## src/rtl/xod_pkg.sv

```systemverilog
// Shared constants and types for the extended opcode decoder.
package xod_pkg;
  // Primary opcodes.
  localparam logic [5:0] PO_FUSED = 6'h01;
  localparam logic [5:0] PO_VD_LD = 6'h05;
  localparam logic [5:0] PO_VD_ST = 6'h06;
  localparam logic [5:0] PO_MUL_IMM = 6'h07;
  localparam logic [5:0] PO_VD_LDU = 6'h09;
  localparam logic [5:0] PO_VD_STU = 6'h16;
  localparam logic [5:0] PO_ROT64 = 6'h1E;
  localparam logic [5:0] PO_XFORM = 6'h1F;
  localparam logic [5:0] PO_STK_POP = 6'h3A;
  localparam logic [5:0] PO_STK_PUSH = 6'h3E;
  // Extended opcodes under the X-form primary.
  localparam logic [9:0] XO_DC_QUERY = 10'h196;
  localparam logic [9:0] XO_VD_LDX = 10'h011;
  localparam logic [9:0] XO_VD_STX = 10'h091;
  localparam logic [9:0] XO_SHL_VD = 10'h03B;
  localparam logic [9:0] XO_SHR_VD = 10'h23B;
  localparam logic [8:0] XO_MUL_REG = 9'h0EB;
  // Sub-opcodes of the 64-bit rotate primary.
  localparam logic [2:0] MD_CLR_LEFT = 3'h0;
  localparam logic [2:0] MD_CLR_RIGHT = 3'h1;
  localparam logic [2:0] MD_INSERT = 3'h3;
  // Stack frame format.
  localparam logic [1:0] DD_XO = 2'h3;
  localparam logic [3:0] CTX_ACCESSES = 4'hA;
  // Fused compare-branch kinds and bit sub-kinds.
  localparam logic [1:0] FC_SIGNED = 2'h0;
  localparam logic [1:0] FC_UNSIGNED = 2'h1;
  localparam logic [1:0] FC_IMM = 2'h2;
  localparam logic [1:0] FC_BIT = 2'h3;
  // Register map, byte addresses.
  localparam logic [11:0] REG_CTRL = 12'h000;
  localparam logic [11:0] REG_COUNT = 12'h004;
  localparam logic [11:0] REG_LAST_ILL = 12'h008;
  localparam int CTRL_EXT_BIT = 0;
  localparam int CTRL_CLR_BIT = 1;
  localparam int CNT_W = 16;

  typedef enum logic [4:0] {
    OP_NONE, OP_MUL_IMM, OP_MUL_REG, OP_ROT_CL, OP_ROT_CR, OP_ROT_INS,
    OP_VD_LD, OP_VD_LDU, OP_VD_ST, OP_VD_STU, OP_VD_LDX, OP_VD_STX,
    OP_DC_QUERY, OP_CB_SIGNED, OP_CB_UNSIGNED, OP_CB_IMM, OP_CB_BIT,
    OP_CB_CLRBIT, OP_STK_POP, OP_STK_PUSH, OP_SHL_VD, OP_SHR_VD
  } xod_op_t;

  typedef struct packed {
    xod_op_t op;
    logic illegal;
    logic [4:0] rt;
    logic [4:0] ra;
    logic [4:0] rb;
    logic [31:0] imm;
    logic [31:0] target;
    logic branch_polarity;
    logic [1:0] cond_bit_select;
    logic bit_from_reg;
    logic [31:0] bit_mask;
    logic link;
    logic two_step;
    logic shamt_word;
    logic sp_writeback;
    logic context_save_select;
    logic [3:0] acc_cnt;
  } xod_dec_t;
endpackage

```

## src/rtl/xod_decoder.sv

```systemverilog
// Decoder for the architecture-specific and extended-variant instructions.
//
// Functional notes
// - Extended variant decodes immediate and register low-word 32-bit multiplies.
// - Extended variant decodes rotate insert, clear-right, clear-left; others undecoded.
// - Doubleword accesses use base plus 16-bit displacement, any alignment.
// - Displacement doubleword primaries: load 5, update 9, store 6, update 22.
// - Under primary 31: 406 cache query, 17 indexed load, 145 indexed store.
// - Primary 1 decodes five fused compare-and-branch kinds.
// - Bit kinds take bit number from immediate or register; test is non-destructive.
// - Fused compare-branch may take as long as compare plus branch.
// - Extended: 58/3 pop, 62/3 push, 31/59 shift left, 31/571 shift right.
// - Doubleword shifts take their amount from a single word register.
// - Push and pop move a fixed register frame and write back stack pointer.
// - Instructions are words; addresses are always word-aligned.
// - Primary opcode always sits in big-endian bits 0 to 5.
// - Wrong defined field or unsupported variable value raises illegal instruction.
// - Reserved bits are ignored and never cause illegal instruction.
// - Polarity bit picks branch on condition set or clear.
// - Fused extended opcode picks compare kind; bit numbers are big-endian.
// - Target is signed 10-bit word field shifted two; bit 31 is link.
// - Stack format extended opcode in bits 30-31 must be 3.
// - Stack format data and base registers must name the same register.
// - Stack displacement is 13-bit field, three zeros appended, sign-extended.
// - Context bit set gives ten accesses; clear gives zero, one or two.
// - A register field naming an undefined register raises illegal.
//
// Our own choices: register access over APB and the placing of the registers.
`timescale 1ns/100ps
module xod_decoder
  import xod_pkg::*;
#(
  parameter bit EXT_VARIANT = 1'b1,
  parameter logic [31:0] GPR_DEFINED = 32'hFFFF_FFFF,
  parameter int CMP_CYCLES = 1,
  parameter int BR_CYCLES = 1
) (
  // Clock and reset.
  input wire logic clk,
  input wire logic resetn,
  // Instruction words from fetch.
  input wire logic in_valid,
  output logic in_ready,
  input wire logic [31:0] in_instr,
  input wire logic [31:0] in_pc,
  // Decoded operation towards execute.
  output logic out_valid,
  input wire logic out_ready,
  output xod_dec_t out_dec,
  output logic [3:0] out_cycles,
  // APB register port.
  input wire logic psel,
  input wire logic penable,
  input wire logic pwrite,
  input wire logic [11:0] paddr,
  input wire logic [31:0] pwdata,
  output logic [31:0] prdata,
  output logic pready,
  output logic pslverr
);

  // The cycle budget of a fused branch must fit the four-bit output.
  if (CMP_CYCLES < 1 || BR_CYCLES < 1 || CMP_CYCLES + BR_CYCLES > 15) begin : g_bad_budget
    $error("xod_decoder: cycle budget out of range");
  end

  // Big-endian bit n of the word is in_instr[31-n].
  wire logic [5:0] f_po = in_instr[31:26];
  wire logic [4:0] f_rt = in_instr[25:21];
  wire logic [4:0] f_ra = in_instr[20:16];
  wire logic [4:0] f_rb = in_instr[15:11];
  wire logic [9:0] f_xo = in_instr[10:1];
  wire logic [8:0] f_xo9 = in_instr[9:1];
  wire logic [2:0] f_md = in_instr[4:2];
  wire logic [1:0] fused_cmp_ext_opcode = in_instr[25:24];
  wire logic branch_polarity = in_instr[23];
  wire logic [1:0] cond_bit_select = in_instr[22:21];
  wire logic [4:0] bit_number_imm = in_instr[15:11];
  wire logic [9:0] short_branch_disp = in_instr[10:1];
  wire logic [12:0] stack_disp_field = in_instr[15:3];
  wire logic context_save_select = in_instr[2];
  wire logic [1:0] f_dd_xo = in_instr[1:0];

  // Control register state and handshake.
  logic ext_en;
  logic in_fire;
  assign in_ready = !out_valid || out_ready;
  assign in_fire = in_valid && in_ready;

  // Immediate forms. Doubleword displacement carries no alignment check.
  wire logic [31:0] si_sext = {{16{in_instr[15]}}, in_instr[15:0]};
  wire logic [31:0] dd_sext = {{16{stack_disp_field[12]}}, stack_disp_field, 3'h0};
  wire logic [31:0] bd_sext = {{20{short_branch_disp[9]}}, short_branch_disp, 2'h0};
  // Fetch addresses are words, so the low two bits are dropped outright.
  wire logic [31:0] pc_word = {in_pc[31:2], 2'h0};
  wire logic [31:0] br_target = pc_word + bd_sext;
  // Big-endian bit number n names the little-endian bit 31-n.
  wire logic [31:0] bit_mask_imm = 32'h8000_0000 >> bit_number_imm;
  wire logic dd_small = (stack_disp_field == 13'h0001) || (stack_disp_field == 13'h1FFF);
  wire logic [3:0] stk_cnt = context_save_select ? CTX_ACCESSES :
    (stack_disp_field == 13'h0000) ? 4'h0 : dd_small ? 4'h1 : 4'h2;
  wire logic [3:0] fused_cycles = 4'(CMP_CYCLES + BR_CYCLES);

  // Operation select. Reserved bits are never examined.
  xod_op_t next_op;
  logic bad_field;
  logic ext_op;
  always_comb begin
    next_op = OP_NONE;
    bad_field = 1'b0;
    ext_op = 1'b0;
    case (f_po)
      PO_FUSED: begin
        case (fused_cmp_ext_opcode)
          FC_SIGNED: next_op = OP_CB_SIGNED;
          FC_UNSIGNED: next_op = OP_CB_UNSIGNED;
          FC_IMM: next_op = OP_CB_IMM;
          default: next_op = cond_bit_select[1] ? OP_CB_CLRBIT : OP_CB_BIT;
        endcase
      end
      PO_VD_LD: next_op = OP_VD_LD;
      PO_VD_LDU: next_op = OP_VD_LDU;
      PO_VD_ST: next_op = OP_VD_ST;
      PO_VD_STU: next_op = OP_VD_STU;
      PO_MUL_IMM: begin
        next_op = OP_MUL_IMM;
        ext_op = 1'b1;
      end
      PO_ROT64: begin
        ext_op = 1'b1;
        case (f_md)
          MD_CLR_LEFT: next_op = OP_ROT_CL;
          MD_CLR_RIGHT: next_op = OP_ROT_CR;
          MD_INSERT: next_op = OP_ROT_INS;
          default: bad_field = 1'b1;
        endcase
      end
      PO_XFORM: begin
        if (f_xo == XO_DC_QUERY) begin
          next_op = OP_DC_QUERY;
        end else if (f_xo == XO_VD_LDX) begin
          next_op = OP_VD_LDX;
        end else if (f_xo == XO_VD_STX) begin
          next_op = OP_VD_STX;
        end else if (f_xo == XO_SHL_VD) begin
          next_op = OP_SHL_VD;
          ext_op = 1'b1;
        end else if (f_xo == XO_SHR_VD) begin
          next_op = OP_SHR_VD;
          ext_op = 1'b1;
        end else if (f_xo9 == XO_MUL_REG) begin
          next_op = OP_MUL_REG;
          ext_op = 1'b1;
        end
      end
      PO_STK_POP, PO_STK_PUSH: begin
        ext_op = 1'b1;
        next_op = (f_po == PO_STK_POP) ? OP_STK_POP : OP_STK_PUSH;
        bad_field = (f_dd_xo != DD_XO) || (f_rt != f_ra);
      end
      default: next_op = OP_NONE;
    endcase
  end

  // Which register fields the operation really names.
  wire logic is_cb = next_op inside {OP_CB_SIGNED, OP_CB_UNSIGNED, OP_CB_IMM, OP_CB_BIT,
    OP_CB_CLRBIT};
  wire logic is_stk = next_op inside {OP_STK_POP, OP_STK_PUSH};
  wire logic is_rot = next_op inside {OP_ROT_CL, OP_ROT_CR, OP_ROT_INS};
  wire logic cb_rb_reg = next_op inside {OP_CB_SIGNED, OP_CB_UNSIGNED} ||
    ((next_op inside {OP_CB_BIT, OP_CB_CLRBIT}) && !cond_bit_select[0]);
  wire logic uses_rt = (next_op != OP_NONE) && !is_cb;
  wire logic uses_rb = cb_rb_reg || (next_op inside {OP_MUL_REG, OP_VD_LDX, OP_VD_STX,
    OP_DC_QUERY, OP_SHL_VD, OP_SHR_VD});
  wire logic bad_reg = (next_op != OP_NONE) && (!GPR_DEFINED[f_ra] ||
    (uses_rt && !GPR_DEFINED[f_rt]) || (uses_rb && !GPR_DEFINED[f_rb]));
  // Extended-only opcodes trap on the base variant so software may emulate them.
  wire logic next_ill = (ext_op && !ext_en) || bad_field || bad_reg;
  wire logic next_claim = (next_op != OP_NONE) || next_ill;

  // Decoded word assembled from the fields.
  xod_dec_t next_dec;
  always_comb begin
    next_dec = '0;
    next_dec.op = next_ill ? OP_NONE : next_op;
    next_dec.illegal = next_ill;
    next_dec.rt = f_rt;
    next_dec.ra = f_ra;
    next_dec.rb = f_rb;
    next_dec.imm = is_stk ? dd_sext : si_sext;
    next_dec.target = is_cb ? br_target : 32'h0000_0000;
    next_dec.branch_polarity = branch_polarity;
    next_dec.cond_bit_select = cond_bit_select;
    next_dec.bit_from_reg = cb_rb_reg;
    next_dec.bit_mask = bit_mask_imm;
    next_dec.link = is_cb && in_instr[0];
    next_dec.two_step = is_cb;
    next_dec.shamt_word = next_op inside {OP_SHL_VD, OP_SHR_VD};
    next_dec.sp_writeback = is_stk;
    next_dec.context_save_select = is_stk && context_save_select;
    next_dec.acc_cnt = is_stk ? stk_cnt : 4'h0;
    if (is_rot) begin
      next_dec.rb = 5'h00;
    end
  end

  // Output stage holds its word while execute stalls.
  always_ff @(posedge clk or negedge resetn) begin
    if (!resetn) begin
      out_valid <= 1'b0;
      out_dec <= '0;
      out_cycles <= 4'h0;
    end else if (in_ready) begin
      out_valid <= in_valid;
      if (in_valid) begin
        out_dec <= next_dec;
        out_cycles <= next_dec.two_step ? fused_cycles : 4'h1;
      end
    end
  end

  // APB decode. The slave answers in the access cycle with no wait states.
  wire logic apb_acc = psel && penable;
  wire logic hit_ctrl = paddr == REG_CTRL;
  wire logic hit_cnt = paddr == REG_COUNT;
  wire logic hit_last = paddr == REG_LAST_ILL;
  wire logic apb_miss = !(hit_ctrl || hit_cnt || hit_last);
  wire logic wr_ctrl = apb_acc && pwrite && hit_ctrl;
  wire logic clr_req = wr_ctrl && pwdata[CTRL_CLR_BIT];
  assign pready = 1'b1;
  assign pslverr = apb_acc && apb_miss;

  // Counters of claimed words and of traps, cleared by a control write with the clear bit set.
  logic [CNT_W-1:0] dec_cnt;
  logic [CNT_W-1:0] ill_cnt;
  logic [31:0] last_ill;
  wire logic ev_dec = in_fire && next_claim;
  wire logic ev_ill = in_fire && next_ill;

  // Control register; the variant bit resets to the built variant.
  always_ff @(posedge clk or negedge resetn) begin
    if (!resetn) begin
      ext_en <= EXT_VARIANT;
    end else if (wr_ctrl) begin
      ext_en <= pwdata[CTRL_EXT_BIT] && EXT_VARIANT;
    end
  end

  // An event in the clearing cycle still counts once, so none is lost.
  always_ff @(posedge clk or negedge resetn) begin
    if (!resetn) begin
      dec_cnt <= '0;
      ill_cnt <= '0;
      last_ill <= 32'h0000_0000;
    end else begin
      dec_cnt <= (clr_req ? '0 : dec_cnt) + CNT_W'(ev_dec);
      ill_cnt <= (clr_req ? '0 : ill_cnt) + CNT_W'(ev_ill);
      if (ev_ill) begin
        last_ill <= in_instr;
      end
    end
  end

  // Read data is combinational from the registers; unmapped reads give zero.
  always_comb begin
    prdata = 32'h0000_0000;
    if (hit_ctrl) begin
      prdata[CTRL_EXT_BIT] = ext_en;
    end else if (hit_cnt) begin
      prdata = {ill_cnt, dec_cnt};
    end else if (hit_last) begin
      prdata = last_ill;
    end
  end
endmodule

```

## config.mk

```make
export PLATFORM = sky130hd
export DESIGN_NAME = xod_decoder
export DESIGN_NICKNAME = d
export VERILOG_FILES = /design/src/rtl/xod_pkg.sv /design/src/rtl/xod_decoder.sv
export SDC_FILE = /design/constraint.sdc
export NUM_CORES = 1
export LEC_CHECK = 0
export BUFFER_PORTS_ARGS = -buffer_cell sky130_fd_sc_hd__buf_2
export CAP_MARGIN = 20
export CORE_MARGIN = 3
export CORE_UTILIZATION = 40
export DETAILED_ROUTE_END_ITERATION = 6
export PLACE_DENSITY = 0.67
export SLEW_MARGIN = 0
export SYNTH_ARGS = -nofsm -noshare
export SYNTH_HDL_FRONTEND = slang
export SYNTH_SLANG_ARGS = --single-unit
```

## constraint.sdc

```tcl
create_clock -name clk -period 2.53 [get_ports clk]
set_clock_uncertainty 0.15 [all_clocks]
set_input_delay 0.253 -clock clk [delete_from_list [all_inputs] [get_ports clk]]
set_output_delay 0.253 -clock clk [all_outputs]
set_load 0.005 [all_outputs]
```

==> results.py, run 1 <==
metrics = {
    "synth": {
        "ys.warnings.count": 0,
        "ys_types": 76,
        "avgSynthCellArea_um2": 9.82,
        "ys.flop_type": "dfrtp_1",
        "ys_ff_latch": 174,
        "yosys.cell_count.top_type": "dfrtp_1",
        "syn_area_um2": 9480,
        "synth_common_cells": "dfrtp_1, nand2_1, nor2_1, o21ai_0, a22o_1",
        "yosysTopAreaCell": "dfrtp_1",
        "yosysSeqAreaShare_pct": 45.9,
        "syn_inst": 966,
        "async_flop_share_pct": 100,
        "yosys-top-cells-area": "dfrtp_1, nand2_1, a22o_1",
        "synth_edf_count": 0,
        "yosysTopAreaCellShare_pct": 45.7,
    },
    "pwr": {
        "pwr-share-seq_pct": 45.3,
        "switchingPower_uw": 2170,
        "p_comb_share_pct": 21.9,
        "power.density_nw_per_um2": 561,
        "internal_power_uw": 5220,
        "p_leak_uw": 0.00677,
        "swShare_pct": 29.4,
        "p_clk_share_pct": 32.9,
        "peakVddDrop_uv": 363,
    },
    "job": {
        "drv_cap": 0,
    },
    "detailed_routing": {
        "avgRoutedWirePerCell_um": 17.1,
        "vias": 8713,
        "first_pass_iters": 5,
        "drt_iter0_markers": 462,
        "drt-vias-per-instance": 5.17,
        "ant_nets": 0,
        "wl_mm": 28.9,
        "post-route-drc-count": 0,
    },
    "placed_design": {
        "portBuffers": 246,
        "dp_cells": 1632,
        "place.detailed.hpwl_mm": 21.8,
        "place_congestion": 0.886,
    },
    "worst_setup_path": {
        "path_cells": "buf_12 > nor4b_4 > nand4_2 > and2_4 > o21ai_2 > a21oi_2 > or3_4 > nor2_4 > a31oi_4 > ha_4 > buf_6 > ha_4 > nand3_4 > nor2_4 > and3_4 > xnor2_2 > nor2_1",
        "crit_path_end_kind": "flop",
        "crit_path_max_incr_delay_ps": 390,
        "start_kind": "input pin",
        "ff2ff_path_depth": 12,
        "critPathArrivalTime_ps": 2730,
        "worstPathRequired_ps": 2740,
        "path_max_fanout": 5,
        "criticalPathCategory": "input pin to flop",
        "crit_slowest_cell": "or3_4",
    },
    "timing": {
        "period_needed_ps": 2530,
        "worstMarginPinSlew_ps": 639,
        "grt_setup_unrepaired": "true",
        "hold_violations": 0,
        "relSlewSlack_pct": 57.4,
        "hold_ws_ps": 0.536,
        "period_share_pct": 99.8,
        "setup_violations": 0,
        "max_freq_ghz": 0.396,
        "slew_viol_final": 0,
    },
    "floorplanning": {
        "die_h_um": 160,
        "num_rows": 55,
        "start_util_pct": 41.3,
        "dieArea_um2": 25600,
        "design.core.area_um2": 23000,
        "ioPinCount": 285,
        "fp.dieW_um": 160,
    },
    "clock_tree": {
        "clock_path_buffers": 2,
        "insertion_delay_ps": 430,
        "htree_levels": 4,
        "cts_tree": "yes",
        "cts.sink_count": 174,
        "root_buffer": "clkbuf_16",
        "cts_buffers": 17,
        "clk_pin_slew_ps": 60,
    },
    "global_routing": {
        "grt_overflow": 0,
        "grt_max_degree": 77,
        "first_global_vias": 8630,
        "grt_usage_pct": 22.3,
        "grt_first_pass_wirelength_mm": 45.9,
        "antenna_found_initial": 4,
    },
    "layout": {
        "fin_cells": 1685,
        "fin_nets": 1510,
        "drive_above_1_share_pct": 39.4,
        "syn2layout_area_growth_pct": 39.1,
    },
    "hold_path": {
        "whs_path_depth": 4,
        "hp-class": "input pin to flop",
    },
    "outcome": {
        "status": "finished, final reports clean",
    },
}
cell type report:
class	instances	area (um2)
Tap cell	313	392
Multi-Input combinational cell	701	4950
Sequential cell	174	4360
Clock buffer	19	443
Clock inverter	12	85.1
Timing Repair Buffer	440	2860
Inverter	24	95.1
Antenna cell	2	5.00
Fill cell	2052	9800
worst max-delay path: cells and delay by family:
family | cells | cell delay [ps]
AND/OR/NAND/NOR | 9 | 1550
adder cells (fa/ha/maj) | 2 | 360
AO/OA/AOI/OAI | 3 | 230
buffers and inverters | 2 | 220
XOR/XNOR | 1 | 120
path summary, 6_finish.rpt:
kind                       slack, ps   startpoint           to
max                                4  in_instr[7]  dec_cnt[14]
min                              0.5  in_instr[7]  out_dec[84]
max reg2reg                       60       ext_en  dec_cnt[14]
min reg2reg                      320  out_dec[85]  out_dec[85]
max in group asynchronous       1270       resetn       ext_en
min in group asynchronous        220       resetn   ill_cnt[7]
per-stage QoR:
step | util (%) | TNS (ps) | total power [uW] | setup slack, ps | cell area (um2)
global placement | 53.2 | -19830 | 4900 | -451 | 12200
detailed placement | 53.2 | -23930 | 4950 | -491 | 12200
finish | 57.4 | 0 | 7400 | 4.48 | 13200
global route | 57.4 | -180 | 7790 | -60.5 | 13200
floorplan | - | -5540 | 4210 | -366 | 9630
CTS | 56.2 | -24.1 | 7410 | -22.6 | 12900
sequential cells by signal, summed over array words and instances, names as in the netlist:
| name | cells |
|---|---|
| out_dec | 107 |
| last_ill | 32 |
| dec_cnt | 16 |
| ill_cnt | 16 |
| ext_en | 1 |
| out_cycles | 1 |
| out_valid | 1 |
power groups by stage:
stage / clock network [uW] / registers, uW / logic, uW
after CTS: 2480 / 3350 / 1580
final: 2430 / 3350 / 1620
after floorplan: 0 / 3330 / 886
after global placement: 0 / 3380 / 1520
after detailed placement: 0 / 3400 / 1560
after global routing: 2600 / 3390 / 1790
what timing repair did:
action | 4_1_cts | 5_1_grt
resized for setup | 5 | 51
pin swaps | 4 | 23
buffers inserted | 1 | 6
hold buffers | 13 | 0
cloned | 0 | 0
endpoints found under the hold margin | 77 | 0
endpoints found under the setup margin | 5 | 24
cells in the final DEF (no fill, tap or decap), drive strengths merged, types with 14 or more instances in the layout:
cell type	n
nor2	61
nand3	18
ha	36
dfrtp	173
xnor2	28
xor2	23
mux2	33
nand2	157
nand2b	15
buf	426
inv	28
a22o	58
nand4	14
o21ai	73
clkbuf	20
a21oi	41
per-layer routing:
metal | track usage (%) | wire length, um | vias up
met2 | 36.1 | 13600 | 257
li1 | - | - | 4185
met4 | 4.54 | 285 | 6
met1 | 30.2 | 12900 | 4239
met5 | 0 | 28 | -
met3 | 6.02 | 2130 | 26
cells by family (layout without fill, tap and decap cells):
kind of cell	after synthesis	count (layout)	share of synthesized area [%]
and+or+nand+nor	336	336	17.0
xor gates and xnor gates	51	51	4.71
AOI/OAI and AO/OA	237	237	17.1
adders and majority gates	37	37	4.96
DFF	174	174	45.9
other	2	8	0.0792
muxes	34	34	4.82
buffers and inverters	95	495	5.42
Note: power is estimated with default switching activity, not from simulation.
==> run 2: changes to the inputs <==
- BUFFER_PORTS_ARGS: -buffer_cell sky130_fd_sc_hd__buf_2 -> unset
- DONT_BUFFER_PORTS: unset -> 1
- PLACE_DENSITY: 0.67 -> unset
==> run 2 against run 1 <==
Net effect:
- the flow now finishes with violations (hold timing)
- wire length is 2.0% lower
- clock-buffer cell count is 1 lower
- fmax is 8.4% higher
- first-iteration DRC count is 17% higher
- flip-flop and latch count stayed put
- via count is 13% lower
- worst hold slack worse by 630 ps
- critical path depth is 2 lower
- register-to-register slack better by 160 ps
- global-route usage is 0.42 points lower
- power is 4.4% lower
- critical path type unchanged
- critical endpoint unchanged
- highest routed layer is now met4
==> results.py, run 2 (synthesis results as in run 1) <==
metrics = {
    "outcome": {
        "status": "finished with violations",
        "violations": "hold timing",
    },
    "detailed_routing": {
        "ant_nets": 0,
        "first_pass_iters": 5,
        "drt-vias-per-instance": 5.52,
        "avgRoutedWirePerCell_um": 20.6,
        "post-route-drc-count": 0,
        "wl_mm": 28.3,
        "drt_iter0_markers": 540,
        "vias": 7565,
    },
    "timing": {
        "period_share_pct": 92.1,
        "setup_ws_ps": 200,
        "setup_violations": 0,
        "slew_viol_final": 0,
        "hold_violations": 174,
        "relSlewSlack_pct": 45.2,
        "worstMarginPinSlew_ps": 821,
        "hold_ws_ps": -633,
        "max_freq_ghz": 0.429,
        "grt_setup_unrepaired": "false",
        "period_needed_ps": 2330,
    },
    "worst_setup_path": {
        "worstPathRequired_ps": 2700,
        "path_max_fanout": 3,
        "criticalPathCategory": "input pin to flop",
        "crit_path_end_kind": "flop",
        "critPathArrivalTime_ps": 2500,
        "start_kind": "input pin",
        "rrSetupSlack_ps": 220,
    },
    "placed_design": {
        "pre_cts_ws_ps": -295,
        "portBuffers": 0,
        "place.detailed.hpwl_mm": 19.4,
        "placed_area_um2": 10300,
        "place_congestion": 0.854,
    },
    "hold_path": {
        "hp-class": "input pin to asynchronous set/reset pin",
    },
    "global_routing": {
        "grt_first_pass_wirelength_mm": 44.2,
        "grt_overflow": 0,
        "antenna_found_initial": 1,
        "first_global_vias": 7608,
        "grt_max_degree": 175,
        "grt_usage_pct": 21.9,
    },
    "job": {
        "drv_cap": 0,
    },
    "clock_tree": {
        "cts_tree": "yes",
        "cts_setup_buffers": 0,
        "clock_path_buffers": 2,
        "htree_levels": 4,
        "clk_pin_slew_ps": 70,
        "postCtsHoldBufs": 42,
        "cts.sink_count": 174,
        "cts_buffers": 17,
        "root_buffer": "clkbuf_16",
        "insertion_delay_ps": 430,
    },
    "floorplanning": {
        "die_h_um": 160,
        "design.core.area_um2": 23000,
        "dieArea_um2": 25600,
        "ioPinCount": 285,
        "fp.dieW_um": 160,
        "num_rows": 55,
        "start_util_pct": 41.3,
    },
    "layout": {
        "layout_common_cells": "dfrtp_1, nand2_1, buf_4, o21ai_0",
        "top_register": "out_dec",
        "layout_commonest_cell": "dfrtp_1",
        "largestRegisters": "out_dec x107, last_ill x32",
        "fin_nets": 1196,
        "syn2layout_area_growth_pct": 18.7,
        "stdcell_area_um2": 11300,
        "drive_above_1_share_pct": 16.3,
        "largest_reg_flops": 107,
    },
    "pwr": {
        "power.density_nw_per_um2": 628,
        "peakVddDrop_uv": 332,
        "p_leak_uw": 0.00523,
    },
}
[run 2: cell count changes in the layout (fill, tap and decap cells not counted), sizes merged, moves of 2 or more]
cell,before,now
buf,426,84
clkbuf,20,18
clkinv,7,5
clkinvlp,1,3
dlygate4sd3,13,40
dlymetal6s4s,0,2
[run 2: final timing paths]
path | from | end | cells past startpoint
min reg2reg | last_ill[27] | last_ill[27] | 1
min in group clk | in_instr[7] | out_dec[1] | 4
max reg2reg | out_valid | ill_cnt[12] | 10
min | resetn | last_ill[20] | 0
max | in_instr[24] | dec_cnt[14] | 15
max in group asynchronous | resetn | ext_en | 0
[run 2: stage by stage]
stage	total power, uW	setup TNS, ps	std cells	util [%]
5_1_grt	7420	0	1370	49.0
4_1_cts	7140	0	1370	48.9
3_3_place_gp	4440	-2180	1296	44.6
2_1_floorplan	4210	-5540	970	-
3_5_place_dp	4470	-3580	1296	44.6
6_report	7070	0	1371	49.0
[run 2: what timing repair did]
item / CTS / global route
gates resized for setup: 0 / 3
hold endpoints to repair: 274 / 174
endpoints found under the setup margin: 0 / 10
[run 2: area by class of cell]
cell class | count | area (um2)
fill | 2185 | 11700
multi-input combinational | 701 | 4760
sequential | 174 | 4360
timing repair buffer | 126 | 1090
clock buffer | 18 | 429
tap | 313 | 392
clock inverter | 14 | 136
inverter | 24 | 92.6
antenna | 1 | 2.50
[run 2: metal layers]
metal	vias up	global-route usage, %	share of wire, %
met5	-	0	0
met4	0	5.40	1.5
met3	32	6.95	7.5
met2	211	34.8	46
met1	3766	29.1	45
li1	3556	-	-
[run 2: worst max-delay path: stages]
cell,delay [ps]
inv_1,80
ha_1,160
nor4_1,50
a2111o_1,370
a21oi_1,170
a211o_1,150
nor2_1,60
a31oi_1,210
ha_2,250
ha_4,160
nand3_4,80
nor2_4,150
and3_4,190
xnor2_1,110
nor2_1,60
[run 2: report_power, final]
part           leakage (uW)  internal (uW)  switching (uW)  total (uW)
Combinational       0.00267            595             531        1130
Sequential          0.00228           3100             273        3370
Clock              0.000272           1380            1190        2570
==> run 3: changes to the inputs <==
- CAP_MARGIN: 20 -> unset
- CELL_PAD_IN_SITES_DETAIL_PLACEMENT: unset -> 1
- CELL_PAD_IN_SITES_GLOBAL_PLACEMENT: unset -> 1
- PLACE_DENSITY_LB_ADDON: unset -> 0.1
==> run 3 against run 2 <==
Net effect:
- the run still ends with hold timing left
- sequential power about the same
- clock-buffer cell count fell by 1
- worst hold slack worse by 17 ps
- critical path type unchanged
- combinational power is 5% higher
- first-iteration DRC count decreased by 36%
- sequential share of layout area is 0.21 points lower
==> results.py, run 3 (synthesis results as in run 1) <==
metrics = {
    "outcome": {
        "status": "finished with violations",
        "violations": "hold timing",
    },
    "timing": {
        "max_freq_ghz": 0.420,
        "grt_setup_unrepaired": "true",
        "period_share_pct": 94.1,
        "setup_violations": 0,
        "fin_tns_setup_ps": 0,
        "period_needed_ps": 2380,
        "worstMarginPinSlew_ps": 840,
        "relSlewSlack_pct": 44.0,
        "hold_ws_ps": -651,
        "setup_ws_ps": 149,
        "slew_viol_final": 0,
        "hold_violations": 174,
    },
    "floorplanning": {
        "fp.dieW_um": 160,
        "ioPinCount": 285,
        "die_h_um": 160,
        "start_util_pct": 41.3,
        "num_rows": 55,
        "dieArea_um2": 25600,
        "design.core.area_um2": 23000,
    },
    "clock_tree": {
        "cts_tree": "yes",
        "clk_pin_slew_ps": 80,
        "cts_buffers": 17,
        "cts.sink_count": 174,
        "clock_path_buffers": 2,
        "root_buffer": "clkbuf_16",
        "htree_levels": 4,
        "insertion_delay_ps": 440,
    },
    "global_routing": {
        "grt_usage_pct": 24.7,
        "grt_max_degree": 175,
        "antenna_found_initial": 0,
        "grt_overflow": 0,
        "grt_first_pass_wirelength_mm": 50.0,
        "first_global_vias": 8510,
    },
    "worst_setup_path": {
        "crit_path_frequent_cell": "nor2_1",
        "r2r-start": "ext_en",
        "start_kind": "input pin",
        "path_delay_family": "simple AND/OR/NAND/NOR gates",
        "worstPathRequired_ps": 2700,
        "crit-reg2reg-capture": "dec_cnt[14]",
        "path_max_fanout": 25,
        "crit_slowest_cell": "nor4b_4",
        "criticalPathCategory": "input pin to flop",
        "crit_path_end_kind": "flop",
        "critPathArrivalTime_ps": 2550,
        "crit_path_max_incr_delay_ps": 290,
        "path_cells": "nor4b_4 > nand4_2 > and2_4 > buf_4 > a211o_1 > nor2_1 > a31oi_1 > ha_2 > ha_4 > nand3_4 > nor2_4 > and3_4 > xnor2_1 > nor2_1",
        "ff2ff_path_depth": 11,
        "rrSetupSlack_ps": 180,
        "cp_num_buf_inv": 1,
    },
    "detailed_routing": {
        "wl_mm": 32.0,
        "vias": 7831,
        "ant_nets": 0,
        "avgRoutedWirePerCell_um": 23.4,
        "drt-vias-per-instance": 5.72,
        "first_pass_iters": 5,
        "drt_iter0_markers": 347,
        "post-route-drc-count": 0,
    },
    "pwr": {
        "report.power.total_uw": 7260,
        "power.density_nw_per_um2": 642,
        "peakVddDrop_uv": 337,
        "p_leak_uw": 0.00523,
    },
    "layout": {
        "largestRegisters": "out_dec x107, last_ill x32",
        "largest_reg_flops": 107,
        "fin_cells": 1369,
        "top_register": "out_dec",
        "layout_common_cells": "dfrtp_1, nand2_1, buf_4",
        "syn2layout_area_growth_pct": 19.4,
        "layout_commonest_cell": "dfrtp_1",
        "fin_nets": 1194,
        "drive_above_1_share_pct": 16.3,
    },
    "placed_design": {
        "place.detailed.hpwl_mm": 22.2,
        "dp_cells": 1290,
        "place_congestion": 0.862,
        "pre_cts_ws_ps": -458,
        "portBuffers": 0,
    },
    "job": {
        "drv_cap": 0,
    },
    "hold_path": {
        "hp-class": "input pin to asynchronous set/reset pin",
    },
}
run 3: cell types whose count changed in the layout (fill, tap and decap cells not counted), sizes merged:
cell          before  now
buf               84   80
dlygate4sd3       40   43
inv               29   32
bufinv             1    0
clkbuf            18   17
clkinvlp           3    2
dlymetal6s4s       2    1
run 3: through the flow:
step / utilization, % / area, um2
floorplan: - / 9630
global placement: 44.6 / 10200
detailed placement: 44.6 / 10200
CTS: 49.0 / 11300
global route: 49.2 / 11300
finish: 49.2 / 11300
run 3: worst max path at each step:
stage	from	to	slack (ps)	depth (start not counted)
global route	in_instr[24]	dec_cnt[15]	-30	14
finish	in_instr[10]	dec_cnt[14]	150	14
CTS	in_instr[3]	ill_cnt[14]	30	13
global placement	in_instr[24]	dec_cnt[15]	-350	14
floorplan	in_instr[10]	dec_cnt[14]	-370	17
detailed placement	in_instr[24]	dec_cnt[15]	-460	14
run 3: per-layer routing:
metal / routed length, um / track usage (%) / up-vias
met1: 14100 / 32.0 / 4007
li1: - / - / 3549
met5: 0 / 0 / -
met3: 2090 / 7.26 / 35
met4: 585 / 7.22 / 0
met2: 15200 / 40.1 / 240
run 3: power breakdown:
part / leakage [uW] / switching, uW / internal (uW)
sequential: 0.00228 / 294 / 3100
clock: 0.000285 / 1350 / 1330
combinational: 0.00267 / 583 / 606
run 3: repair_timing:
action | CTS | global route
setup buffers | 0 | 2
pin swaps | 0 | 7
hold endpoints to repair | 275 | 176
hold buffers | 43 | 2
cloned | 0 | 0
endpoints found under the setup margin | 1 | 10
resized for setup | 1 | 6
run 3: area by class of cell:
type	instances	area (um2)
fill	2611	11700
multi-input combinational	701	4770
sequential	174	4360
timing repair buffer	124	1110
clock buffer	17	425
tap	313	392
clock inverter	15	170
inverter	24	92.6
antenna	1	2.50
